**src/hw/ppio_pkg.sv**
```systemverilog
package ppio_pkg;

  // ----------------------------------------------------------------
  // port numbering and widths
  // ----------------------------------------------------------------
  localparam int PORT_W = 8;
  localparam int NPORT = 11;
  localparam logic [3:0] P0 = 4'h0;
  localparam logic [3:0] P1 = 4'h1;
  localparam logic [3:0] P2 = 4'h2;
  localparam logic [3:0] P3 = 4'h3;
  localparam logic [3:0] P5 = 4'h5;
  localparam logic [3:0] P_OD = 4'h6;
  localparam logic [3:0] P7 = 4'h7;
  localparam logic [3:0] P8 = 4'h8;
  localparam logic [3:0] P9 = 4'h9;
  localparam logic [3:0] PA = 4'ha;
  localparam logic [3:0] P_LAST = 4'ha;

  // ----------------------------------------------------------------
  // reset values and bit masks
  // ----------------------------------------------------------------
  localparam logic [7:0] DIR_RST = 8'h00;
  localparam logic [7:0] OD_DIR_RST = 8'hff;
  localparam logic [7:0] DAT_RST = 8'h00;
  localparam logic [7:0] OD_DAT_RST = 8'hff;
  localparam logic [7:0] MASK_FULL = 8'hff;
  localparam logic [7:0] MASK_NONE = 8'h00;
  localparam logic [7:0] MASK_P7 = 8'h7e;
  localparam logic [7:0] MASK_P8 = 8'h7f;
  localparam logic [7:0] MASK_P9 = 8'h3f;
  localparam logic [7:0] MASK_P5_BUS = 8'h3f;
  localparam logic [7:0] MASK_PA_BUS = 8'hfe;

  // ----------------------------------------------------------------
  // carriers
  // ----------------------------------------------------------------
  typedef struct packed {
    logic rd;
    logic wr;
    logic rmw;
    logic sel_dir;
    logic [3:0] port;
    logic [7:0] data;
  } ppio_req_t;

  typedef struct packed {
    logic single_chip;
    logic multiplexed;
    logic bus8;
  } ppio_mode_t;

  // bits of a port that exist and belong to the port in this bus mode
  function automatic logic [7:0] port_mask(input logic [3:0] p, input ppio_mode_t m);
    logic [7:0] r;
    r = MASK_FULL;
    unique case (p)
      P0: r = m.single_chip ? MASK_FULL : MASK_NONE;
      P1: r = (m.single_chip || (!m.multiplexed && m.bus8)) ? MASK_FULL : MASK_NONE;
      P2, P3: r = (m.single_chip || m.multiplexed) ? MASK_FULL : MASK_NONE;
      P5: r = m.single_chip ? MASK_FULL : MASK_P5_BUS;
      P7: r = MASK_P7;
      P8: r = MASK_P8;
      P9: r = MASK_P9;
      PA: r = m.single_chip ? MASK_FULL : MASK_PA_BUS;
      4'h4, P_OD: r = MASK_FULL;
      default: r = MASK_NONE;
    endcase
    return r;
  endfunction : port_mask

endpackage : ppio_pkg

```
**src/hw/ppio_ports.sv**
```systemverilog
`timescale 1ns/1ps
module ppio_ports #(
  parameter int PORT_W = ppio_pkg::PORT_W
) (
  input wire logic clk,
  input wire logic arst_n,
  input wire ppio_pkg::ppio_req_t req,
  input wire ppio_pkg::ppio_mode_t mode,
  input wire logic [ppio_pkg::NPORT-1:0][7:0] pin_i,
  output logic [ppio_pkg::NPORT-1:0][7:0] pin_o,
  output logic [ppio_pkg::NPORT-1:0][7:0] pin_oe,
  input wire logic [ppio_pkg::NPORT-1:0][7:0] per_sel,
  input wire logic [ppio_pkg::NPORT-1:0][7:0] per_out,
  output logic [7:0] rd_data,
  output logic rd_valid,
  output logic [ppio_pkg::NPORT-1:0][7:0] analog_sel
);

  if (PORT_W != 8) begin : g_chk
    $error("ppio_ports serves byte-wide ports only");
  end

  // ----------------------------------------------------------------
  // reset release
  // ----------------------------------------------------------------
  // two stages so a release near a clock edge never lets some registers
  // leave reset a cycle before the others; entry into reset stays immediate
  logic rst_s1_q;
  logic rst_s1_d;
  logic rst_n;
  logic rst_n_d;
  always_comb begin
    rst_s1_d = 1'b1;
    rst_n_d = rst_s1_q;
  end
  always_ff @(posedge clk or negedge arst_n) begin
    if (!arst_n) begin
      rst_s1_q <= 1'b0;
      rst_n <= 1'b0;
    end else begin
      rst_s1_q <= rst_s1_d;
      rst_n <= rst_n_d;
    end
  end

  // ----------------------------------------------------------------
  // masks and pin drive
  // ----------------------------------------------------------------
  logic [ppio_pkg::NPORT-1:0][7:0] dat_q;
  logic [ppio_pkg::NPORT-1:0][7:0] dat_d;
  logic [ppio_pkg::NPORT-1:0][7:0] dir_q;
  logic [ppio_pkg::NPORT-1:0][7:0] dir_d;
  logic [ppio_pkg::NPORT-1:0][7:0] msk;

  always_comb begin
    for (int p = 0; p < ppio_pkg::NPORT; p++) begin
      msk[p] = ppio_pkg::port_mask(4'(p), mode);
      if (4'(p) == ppio_pkg::P_OD) begin
        pin_o[p] = 8'h00;
        pin_oe[p] = msk[p] & ~dir_q[p] & ~dat_q[p];
        analog_sel[p] = dir_q[p];
      end else begin
        pin_o[p] = (per_sel[p] & per_out[p]) | (~per_sel[p] & dat_q[p]);
        pin_oe[p] = msk[p] & (per_sel[p] | dir_q[p]);
        analog_sel[p] = 8'h00;
      end
    end
  end

  // ----------------------------------------------------------------
  // read path
  // ----------------------------------------------------------------
  // a bit that is absent or lent to the bus reads zero
  function automatic logic [7:0] read_val(input logic [3:0] p, input logic rmw,
                                          input logic [ppio_pkg::NPORT-1:0][7:0] pi,
                                          input logic [ppio_pkg::NPORT-1:0][7:0] ps,
                                          input logic [ppio_pkg::NPORT-1:0][7:0] po,
                                          input logic [ppio_pkg::NPORT-1:0][7:0] dq,
                                          input logic [ppio_pkg::NPORT-1:0][7:0] rq,
                                          input logic [ppio_pkg::NPORT-1:0][7:0] mk);
    logic [7:0] v;
    v = 8'h00;
    if (p <= ppio_pkg::P_LAST) begin
      if (p == ppio_pkg::P_OD) begin
        v = ~rq[p] & (rmw ? dq[p] : pi[p]);
      end else begin
        v = (ps[p] & po[p]) | (~ps[p] & rq[p] & dq[p]) | (~ps[p] & ~rq[p] & pi[p]);
      end
      v = v & mk[p];
    end
    return v;
  endfunction : read_val

  logic [7:0] rd_data_q;
  logic [7:0] rd_data_d;
  logic rd_valid_q;
  logic rd_valid_d;

  always_comb begin
    rd_valid_d = req.rd;
    rd_data_d = rd_data_q;
    if (req.rd) begin
      if (req.sel_dir) begin
        rd_data_d = (req.port <= ppio_pkg::P_LAST) ? (dir_q[req.port] & msk[req.port]) : 8'h00;
      end else begin
        rd_data_d = read_val(req.port, req.rmw, pin_i, per_sel, per_out, dat_q, dir_q, msk);
      end
    end
  end

  // ----------------------------------------------------------------
  // register writes
  // ----------------------------------------------------------------
  // a read-modify-write arrives as its write-back byte; input bits of that byte
  // already carry the pin levels from the read, so the latch takes them
  always_comb begin
    dat_d = dat_q;
    dir_d = dir_q;
    if (req.wr && req.port <= ppio_pkg::P_LAST) begin
      if (req.sel_dir) begin
        dir_d[req.port] = (dir_q[req.port] & ~msk[req.port]) | (req.data & msk[req.port]);
      end else begin
        dat_d[req.port] = (dat_q[req.port] & ~msk[req.port]) | (req.data & msk[req.port]);
      end
    end
  end

  always_ff @(posedge clk or negedge rst_n) begin
    if (!rst_n) begin
      for (int p = 0; p < ppio_pkg::NPORT; p++) begin
        dir_q[p] <= (4'(p) == ppio_pkg::P_OD) ? ppio_pkg::OD_DIR_RST : ppio_pkg::DIR_RST;
        dat_q[p] <= (4'(p) == ppio_pkg::P_OD) ? ppio_pkg::OD_DAT_RST : ppio_pkg::DAT_RST;
      end
    end else begin
      dir_q <= dir_d;
      dat_q <= dat_d;
    end
  end

  always_ff @(posedge clk or negedge rst_n) begin
    if (!rst_n) begin
      rd_data_q <= 8'h00;
      rd_valid_q <= 1'b0;
    end else begin
      rd_data_q <= rd_data_d;
      rd_valid_q <= rd_valid_d;
    end
  end

  assign rd_data = rd_data_q;
  assign rd_valid = rd_valid_q;

  // ----------------------------------------------------------------
  // checks
  // ----------------------------------------------------------------
  a_dir_reset: assert property (@(posedge clk) $rose(rst_n) |->
    (dir_q[0] == 8'h00 && dir_q[9] == 8'h00)) else $error("general direction not cleared at reset");
  a_od_dir_reset: assert property (@(posedge clk) $rose(rst_n) |->
    (dir_q[6] == 8'hff && pin_oe[6] == 8'h00)) else $error("open-drain direction not all ones at reset");
  a_in_read_pin: assert property (@(posedge clk) disable iff (!rst_n)
    (req.rd && !req.sel_dir && req.port == 4'h4 && dir_q[4] == 8'h00 && per_sel[4] == 8'h00)
    |=> rd_valid && rd_data == $past(pin_i[4])) else $error("input read not pin level");
  a_out_read_latch: assert property (@(posedge clk) disable iff (!rst_n)
    (req.rd && !req.sel_dir && req.port == 4'h4 && dir_q[4] == 8'hff && per_sel[4] == 8'h00)
    |=> rd_data == $past(dat_q[4])) else $error("output read not latch");
  a_ctrl_read: assert property (@(posedge clk) disable iff (!rst_n)
    (req.rd && !req.sel_dir && req.port == 4'h4)
    |=> ((rd_data ^ $past(per_out[4])) & $past(per_sel[4])) == 8'h00) else $error("control output not read back");
  a_in_no_drive: assert property (@(posedge clk) disable iff (!rst_n)
    ((pin_oe[4] & ~dir_q[4] & ~per_sel[4]) == 8'h00)) else $error("input pin driven");
  a_out_write_pin: assert property (@(posedge clk) disable iff (!rst_n)
    (req.wr && !req.sel_dir && req.port == 4'h4 && dir_q[4] == 8'hff && per_sel[4] == 8'h00)
    ##1 (dir_q[4] == 8'hff && per_sel[4] == 8'h00) |-> pin_o[4] == $past(req.data) && pin_oe[4] == 8'hff)
    else $error("output write not on pin");
  a_od_rmw_latch: assert property (@(posedge clk) disable iff (!rst_n)
    (req.rd && req.rmw && !req.sel_dir && req.port == 4'h6 && dir_q[6] == 8'h00)
    |=> rd_data == $past(dat_q[6])) else $error("open-drain rmw read not latch");
  a_od_plain_pin: assert property (@(posedge clk) disable iff (!rst_n)
    (req.rd && !req.rmw && !req.sel_dir && req.port == 4'h6)
    |=> rd_data == ($past(pin_i[6]) & ~$past(dir_q[6]))) else $error("open-drain plain read not pin");
  a_od_pull_low: assert property (@(posedge clk) disable iff (!rst_n)
    (req.wr && !req.sel_dir && req.port == 4'h6 && dir_q[6] == 8'h00)
    |=> dir_q[6] != 8'h00 || (pin_oe[6] == ~$past(req.data) && pin_o[6] == 8'h00))
    else $error("open-drain write not on pin");
  a_od_analog_zero: assert property (@(posedge clk) disable iff (!rst_n)
    (req.rd && !req.sel_dir && req.port == 4'h6 && dir_q[6] == 8'hff) |=> rd_data == 8'h00)
    else $error("analog bit not read as zero");
  a_unimpl_bits: assert property (@(posedge clk) disable iff (!rst_n)
    (dir_q[7][0] == 1'b0 && dir_q[7][7] == 1'b0 && dir_q[8][7] == 1'b0 && dir_q[9][7:6] == 2'b00
     && pin_oe[7][0] == 1'b0 && pin_oe[9][7:6] == 2'b00)) else $error("absent bit implemented");
  a_p0_bus_mode: assert property (@(posedge clk) disable iff (!rst_n)
    !mode.single_chip |-> pin_oe[0] == 8'h00) else $error("port 0 driven outside single-chip");
  a_p1_bus_mode: assert property (@(posedge clk) disable iff (!rst_n)
    (!mode.single_chip && (mode.multiplexed || !mode.bus8)) |-> pin_oe[1] == 8'h00)
    else $error("port 1 driven in bus mode");
  a_p23_bus_mode: assert property (@(posedge clk) disable iff (!rst_n)
    (!mode.single_chip && !mode.multiplexed) |-> (pin_oe[2] | pin_oe[3]) == 8'h00)
    else $error("port 2 or 3 driven in non-multiplexed mode");
  a_p5a_bus_mode: assert property (@(posedge clk) disable iff (!rst_n)
    !mode.single_chip |-> pin_oe[5][7:6] == 2'b00 && pin_oe[10][0] == 1'b0)
    else $error("single-chip-only bit driven");

  // ----------------------------------------------------------------
  // register and pin checks
  // ----------------------------------------------------------------
  a_rd_valid_pulse: assert property (@(posedge clk) disable iff (!rst_n)
    rd_valid == $past(req.rd))
    else $error("read valid not one cycle after the request");
  a_rd_data_hold: assert property (@(posedge clk) disable iff (!rst_n)
    !$past(req.rd) |-> $stable(rd_data))
    else $error("read data moved without a read");
  a_dat_write: assert property (@(posedge clk) disable iff (!rst_n)
    (req.wr && !req.sel_dir && req.port == 4'h4) |=> dat_q[4] == $past(req.data))
    else $error("data latch write lost");
  a_dir_write: assert property (@(posedge clk) disable iff (!rst_n)
    (req.wr && req.sel_dir && req.port == 4'h4) |=> dir_q[4] == $past(req.data))
    else $error("direction write lost");
  a_in_write_latch: assert property (@(posedge clk) disable iff (!rst_n)
    (req.wr && !req.sel_dir && req.port == 4'h4 && dir_q[4] == 8'h00)
    |=> (pin_oe[4] & ~per_sel[4]) == 8'h00) else $error("input-mode write reached the pin");
  a_oe_by_dir: assert property (@(posedge clk) disable iff (!rst_n)
    (pin_oe[4] & ~per_sel[4]) == (dir_q[4] & ~per_sel[4]))
    else $error("direction bit not on output enable");
  a_out_drive_latch: assert property (@(posedge clk) disable iff (!rst_n)
    ((pin_o[4] ^ dat_q[4]) & ~per_sel[4]) == 8'h00)
    else $error("latch not on unclaimed pin");
  a_ctrl_drive: assert property (@(posedge clk) disable iff (!rst_n)
    ((pin_o[4] ^ per_out[4]) & per_sel[4]) == 8'h00 && (per_sel[4] & ~pin_oe[4]) == 8'h00)
    else $error("control output not on claimed pin");
  a_rmw_in_pin: assert property (@(posedge clk) disable iff (!rst_n)
    (req.rd && req.rmw && !req.sel_dir && req.port == 4'h4 && per_sel[4] == 8'h00)
    |=> ((rd_data ^ $past(pin_i[4])) & ~$past(dir_q[4])) == 8'h00) else $error("rmw read of input bit not pin");
  a_rmw_out_latch: assert property (@(posedge clk) disable iff (!rst_n)
    (req.rd && req.rmw && !req.sel_dir && req.port == 4'h4 && per_sel[4] == 8'h00)
    |=> ((rd_data ^ $past(dat_q[4])) & $past(dir_q[4])) == 8'h00) else $error("rmw read of output bit not latch");
  a_od_drive_zero: assert property (@(posedge clk) disable iff (!rst_n)
    pin_o[6] == 8'h00 && (pin_oe[6] & dat_q[6]) == 8'h00)
    else $error("open-drain pin driven high or released bit pulled");
  a_od_analog_oe: assert property (@(posedge clk) disable iff (!rst_n)
    analog_sel[6] == dir_q[6] && (pin_oe[6] & dir_q[6]) == 8'h00)
    else $error("analog bit not released");
  a_gen_no_analog: assert property (@(posedge clk) disable iff (!rst_n)
    analog_sel[4] == 8'h00 && analog_sel[10] == 8'h00)
    else $error("general port marked analog");
  a_od_dir_write: assert property (@(posedge clk) disable iff (!rst_n)
    (req.wr && req.sel_dir && req.port == 4'h6) |=> dir_q[6] == $past(req.data))
    else $error("open-drain direction write lost");

  // ----------------------------------------------------------------
  // absent-bit, bus-mode and unmapped-port checks
  // ----------------------------------------------------------------
  a_p7_read_absent: assert property (@(posedge clk) disable iff (!rst_n)
    (req.rd && req.port == 4'h7) |=> rd_data[0] == 1'b0 && rd_data[7] == 1'b0)
    else $error("absent port 7 bit read as one");
  a_p8_read_absent: assert property (@(posedge clk) disable iff (!rst_n)
    (req.rd && req.port == 4'h8) |=> rd_data[7] == 1'b0)
    else $error("absent port 8 bit read as one");
  a_p9_read_absent: assert property (@(posedge clk) disable iff (!rst_n)
    (req.rd && req.port == 4'h9) |=> rd_data[7:6] == 2'b00)
    else $error("absent port 9 bit read as one");
  a_p0_read_zero: assert property (@(posedge clk) disable iff (!rst_n)
    (req.rd && req.port == 4'h0 && !mode.single_chip) |=> rd_data == 8'h00)
    else $error("port 0 read outside single-chip");
  a_p1_read_zero: assert property (@(posedge clk) disable iff (!rst_n)
    (req.rd && req.port == 4'h1 && !mode.single_chip && (mode.multiplexed || !mode.bus8)) |=> rd_data == 8'h00)
    else $error("port 1 read in bus mode");
  a_p23_read_zero: assert property (@(posedge clk) disable iff (!rst_n)
    (req.rd && (req.port == 4'h2 || req.port == 4'h3) && !mode.single_chip && !mode.multiplexed) |=> rd_data == 8'h00)
    else $error("port 2 or 3 read in non-multiplexed mode");
  a_p5_read_bits: assert property (@(posedge clk) disable iff (!rst_n)
    (req.rd && req.port == 4'h5 && !mode.single_chip) |=> rd_data[7:6] == 2'b00)
    else $error("port 5 bus bit read outside single-chip");
  a_pa_read_bit: assert property (@(posedge clk) disable iff (!rst_n)
    (req.rd && req.port == 4'ha && !mode.single_chip) |=> rd_data[0] == 1'b0)
    else $error("port A bus bit read outside single-chip");
  a_bus_bits_kept: assert property (@(posedge clk) disable iff (!rst_n)
    (req.wr && req.sel_dir && req.port == 4'h5 && !mode.single_chip) |=> dir_q[5][7:6] == $past(dir_q[5][7:6]))
    else $error("bus-owned direction bit written");
  a_oor_read_zero: assert property (@(posedge clk) disable iff (!rst_n)
    (req.rd && req.port > ppio_pkg::P_LAST) |=> rd_data == 8'h00)
    else $error("unmapped port read not zero");
  a_oor_write: assert property (@(posedge clk) disable iff (!rst_n)
    (req.wr && req.port > ppio_pkg::P_LAST) |=> $stable(dat_q) && $stable(dir_q))
    else $error("write to an unmapped port changed a register");

endmodule : ppio_ports

```
**config.mk**
```make
export PLATFORM = sky130hd
export DESIGN_NAME = ppio_ports
export DESIGN_NICKNAME = d
export VERILOG_FILES = /design/src/hw/ppio_pkg.sv /design/src/hw/ppio_ports.sv
export SDC_FILE = /design/constraint.sdc
export NUM_CORES = 1
export LEC_CHECK = 0
export ABC_AREA = 1
export ABC_CLOCK_PERIOD_IN_PS = 5100
export CAP_MARGIN = 25
export CORE_AREA = 2 2 218 220
export CTS_BUF_LIST = sky130_fd_sc_hd__clkbuf_16
export DETAILED_ROUTE_END_ITERATION = 12
export DIE_AREA = 0 0 220 222
export DONT_BUFFER_PORTS = 1
export SLEW_MARGIN = 20
export SYNTH_ARGS = -nofsm -noshare
export SYNTH_HDL_FRONTEND = slang
export SYNTH_SLANG_ARGS = --single-unit
```
**constraint.sdc**
```tcl
create_clock -name clk -period 5.1 [get_ports clk]
set_input_delay 0.765 -clock clk [delete_from_list [all_inputs] [get_ports clk]]
set_output_delay 0.765 -clock clk [all_outputs]
set_load 0.02 [all_outputs]
```
==> results.toml <==
[floorplanning]
die_h_um = 222
dieWidth_um = 220
dieArea_um2 = 48800
coreArea_um2 = 46300
ios = 558
initial_core_util = 0.306
num_rows = 79

[sta]
setup_viol = 0
fin_crit_sh = 0.582
worst_slew_pin_slew_ns = 1.02
finalHoldViolCount = 0
tns_ns = 0
relSlewSlack = 0.311
rsz0062_at_grt = "no"
timing.clock.skew_ns = 0.0189
fmax_mhz = 337
fin_crit_ns = 2.97
drv_slew = 0

[setup_path]
cp_max_fo = 132
path_class = "input pin to register"
cp.arrival_ns = 3.31
reg2reg_depth = 8
required_ns = 5.44
r2r-end = "dir_q[70]"
reg2reg_from = "analog_sel[54]"
worst_setup_path_start_kind = "input pin"
crit_path_start = "req[8]"
reg2reg_slack_ns = 3.00
endpoint_kind = "register"

[logic_synthesis]
synth_cell_types = 30
syn_avg_cell_area_um2 = 6.01
ys_ff_latch = 187
synth-seq-area-share = 0.332
syn_inst = 2354
ys_warn_count = 0
syn-cell-area_um2 = 14200

[power]
total_power_w = 0.00499
ir_drop_uv = 237
powerDensity_nw_per_um2 = 332
p_leak_nw = 7.87

[layout]
fillers = 5163
syn2layout_area_growth_pct = 6.21
drive_gt1_frac = 0.0746
finish.utilization = 0.325
nNetsFinal = 2577

[clock_network]
clock_sinks = 187
clockRootBuffer = "clkbuf_16"
post_cts_buffers = 0
cts_htree_levels = 4
tritoncts = "yes"
clock_path_buffers = 2
clk_latency_ns = 0.46
cts-buffers-inserted = 17
clkTransAtPathRegs_ns = 0.09

[global_route]
grt_max_degree = 186
grt_pass1_vias = 14100
grt_pass1_wl_um = 96700
grt_usage = 0.277
gr-total-overflow = 0
antenna_found_initial = 5

[routing]
wl_um = 69700
routedWlPerCell_um = 23.9
ant_nets = 0
first_pass_iters = 6
viasPerCell = 5.15
vias = 15000
drt_drc_violations_left = 0
drt_iter0_drc = 1237

[run]
cap_violations = 0

[placement]
port_buffers = 0
gp_congestion = 0.935
dp_hpwl_um = 54400

[outcome]
status = "finished clean"

[hold_path]
hold_class = "register to asynchronous set/reset pin"
critical path, stage by stage:
cell and delay [ns]:
nand2_2 0.42, a21oi_1 0.18, inv_2 0.10, nand3_1 0.41, nor3_2 0.74, inv_1 0.39
nand2_1 0.14, nand2_1 0.07
power by group:
part	switching (W)	total [W]	internal, W
clock	0.000747	0.00142	0.000672
sequential	0.000229	0.00201	0.00178
combinational	0.00118	0.00157	0.000386
total	0.00215	0.00499	0.00284
state kept, by name (all words and copies together) (netlist names):
register    cells
rst_n_d         1
dir_q          80
rst_n           1
dat_q          88
rd_valid        1
analog_sel      8
rd_data         8
area by class of cell:
type | instances | area [um2] | area share
Antenna cell | 2 | 5.00 | 0.000333
Tap cell | 607 | 759 | 0.0505
Inverter | 158 | 594 | 0.0395
Sequential cell | 187 | 4700 | 0.313
Multi-Input combinational cell | 1884 | 7970 | 0.531
Timing Repair Buffer | 44 | 378 | 0.0251
Clock buffer | 17 | 425 | 0.0283
Clock inverter | 15 | 190 | 0.0127
logic make-up after synthesis:
family | Yosys count | share of synthesized area
compound gates | 287 | 0.108
other cells | 2 | 0.000531
simple gates | 1496 | 0.423
mux | 7 | 0.00557
buf+inv | 375 | 0.131
flops | 187 | 0.332
per-layer routing:
layer / vias to the layer above / track usage / part of all wire
met3: 98 / 0.0438 / 0.068
met2: 725 / 0.491 / 0.50
li1: 7038 / - / -
met1: 7135 / 0.333 / 0.39
met5: - / 0 / 0.00039
met4: 4 / 0.105 / 0.038
stage by stage:
step	instances	cell area (um2)	setup slack [ns]	hold WS (ns)
2_1_floorplan	2446	14500	2.03	0.331
3_3_place_gp	2875	14300	1.63	0.339
3_5_place_dp	2876	14400	1.78	0.335
4_1_cts	2909	15000	2.27	0.318
5_1_grt	2914	15000	2.04	0.312
6_report	2914	15000	2.13	0.322
worst max-delay path by stage:
stage / slack, ns / endpoint
floorplan: 2.03 / dat_q[0]
global placement: 1.63 / dir_q[26]
detailed placement: 1.78 / dat_q[72]
CTS: 2.27 / dir_q[25]
global route: 2.04 / dir_q[25]
finish: 2.13 / dir_q[25]
cells in the final DEF (no fill, tap or decap), types with 6 or more instances in the layout:
| master | n |
|---|---|
| inv_2 | 9 |
| clkbuf_16 | 17 |
| nand3_1 | 132 |
| nor3_2 | 10 |
| inv_1 | 146 |
| or2_2 | 38 |
| dfstp_2 | 16 |
| nand4_1 | 10 |
| mux2_2 | 7 |
| conb_1 | 94 |
| o21ai_2 | 6 |
| nor2_1 | 148 |
| a21oi_1 | 31 |
| o21ai_0 | 117 |
| buf_4 | 40 |
| a22oi_1 | 14 |
| clkinv_8 | 6 |
| o21ai_1 | 106 |
| dfrtp_1 | 170 |
| nor3_1 | 7 |
| nand2_1 | 1143 |
cell usage after synthesis:
| library cell | count | area share |
|---|---|---|
| nand2_1 | 1143 | 0.30 |
| dfrtp_1 | 171 | 0.30 |
| nor2_1 | 151 | 0.040 |
| inv_1 | 146 | 0.039 |
| nand3_1 | 132 | 0.047 |
| o21ai_0 | 118 | 0.042 |
| o21ai_1 | 105 | 0.037 |
| buf_4 | 101 | 0.054 |
| buf_2 | 55 | 0.019 |
| clkbuf_1 | 45 | 0.012 |
| or2_2 | 38 | 0.017 |
| a21oi_1 | 31 | 0.011 |
| buf_1 | 16 | 0.0042 |
| dfstp_2 | 16 | 0.030 |
| a22oi_1 | 14 | 0.0074 |
| inv_2 | 10 | 0.0027 |
| nand4_1 | 10 | 0.0044 |
| nor3_2 | 10 | 0.0071 |
| mux2_2 | 7 | 0.0056 |
| nor3_1 | 7 | 0.0025 |
| o21ai_2 | 6 | 0.0037 |
| o22ai_1 | 5 | 0.0022 |
| a31oi_1 | 3 | 0.0013 |
| nor2_2 | 3 | 0.0013 |
| o211ai_1 | 3 | 0.0016 |
| clkinv_1 | 2 | 0.00053 |
| conb_1 | 2 | 0.00053 |
| nand2_2 | 2 | 0.00088 |
| o221ai_1 | 1 | 0.00062 |
| o221ai_2 | 1 | 0.0011 |
repair_timing:
item,CTS,global route
endpoints found under the hold margin,2,0
resized for setup,0,0
hold buffers,1,0
No activity file was read; power rests on OpenSTA's default activity.
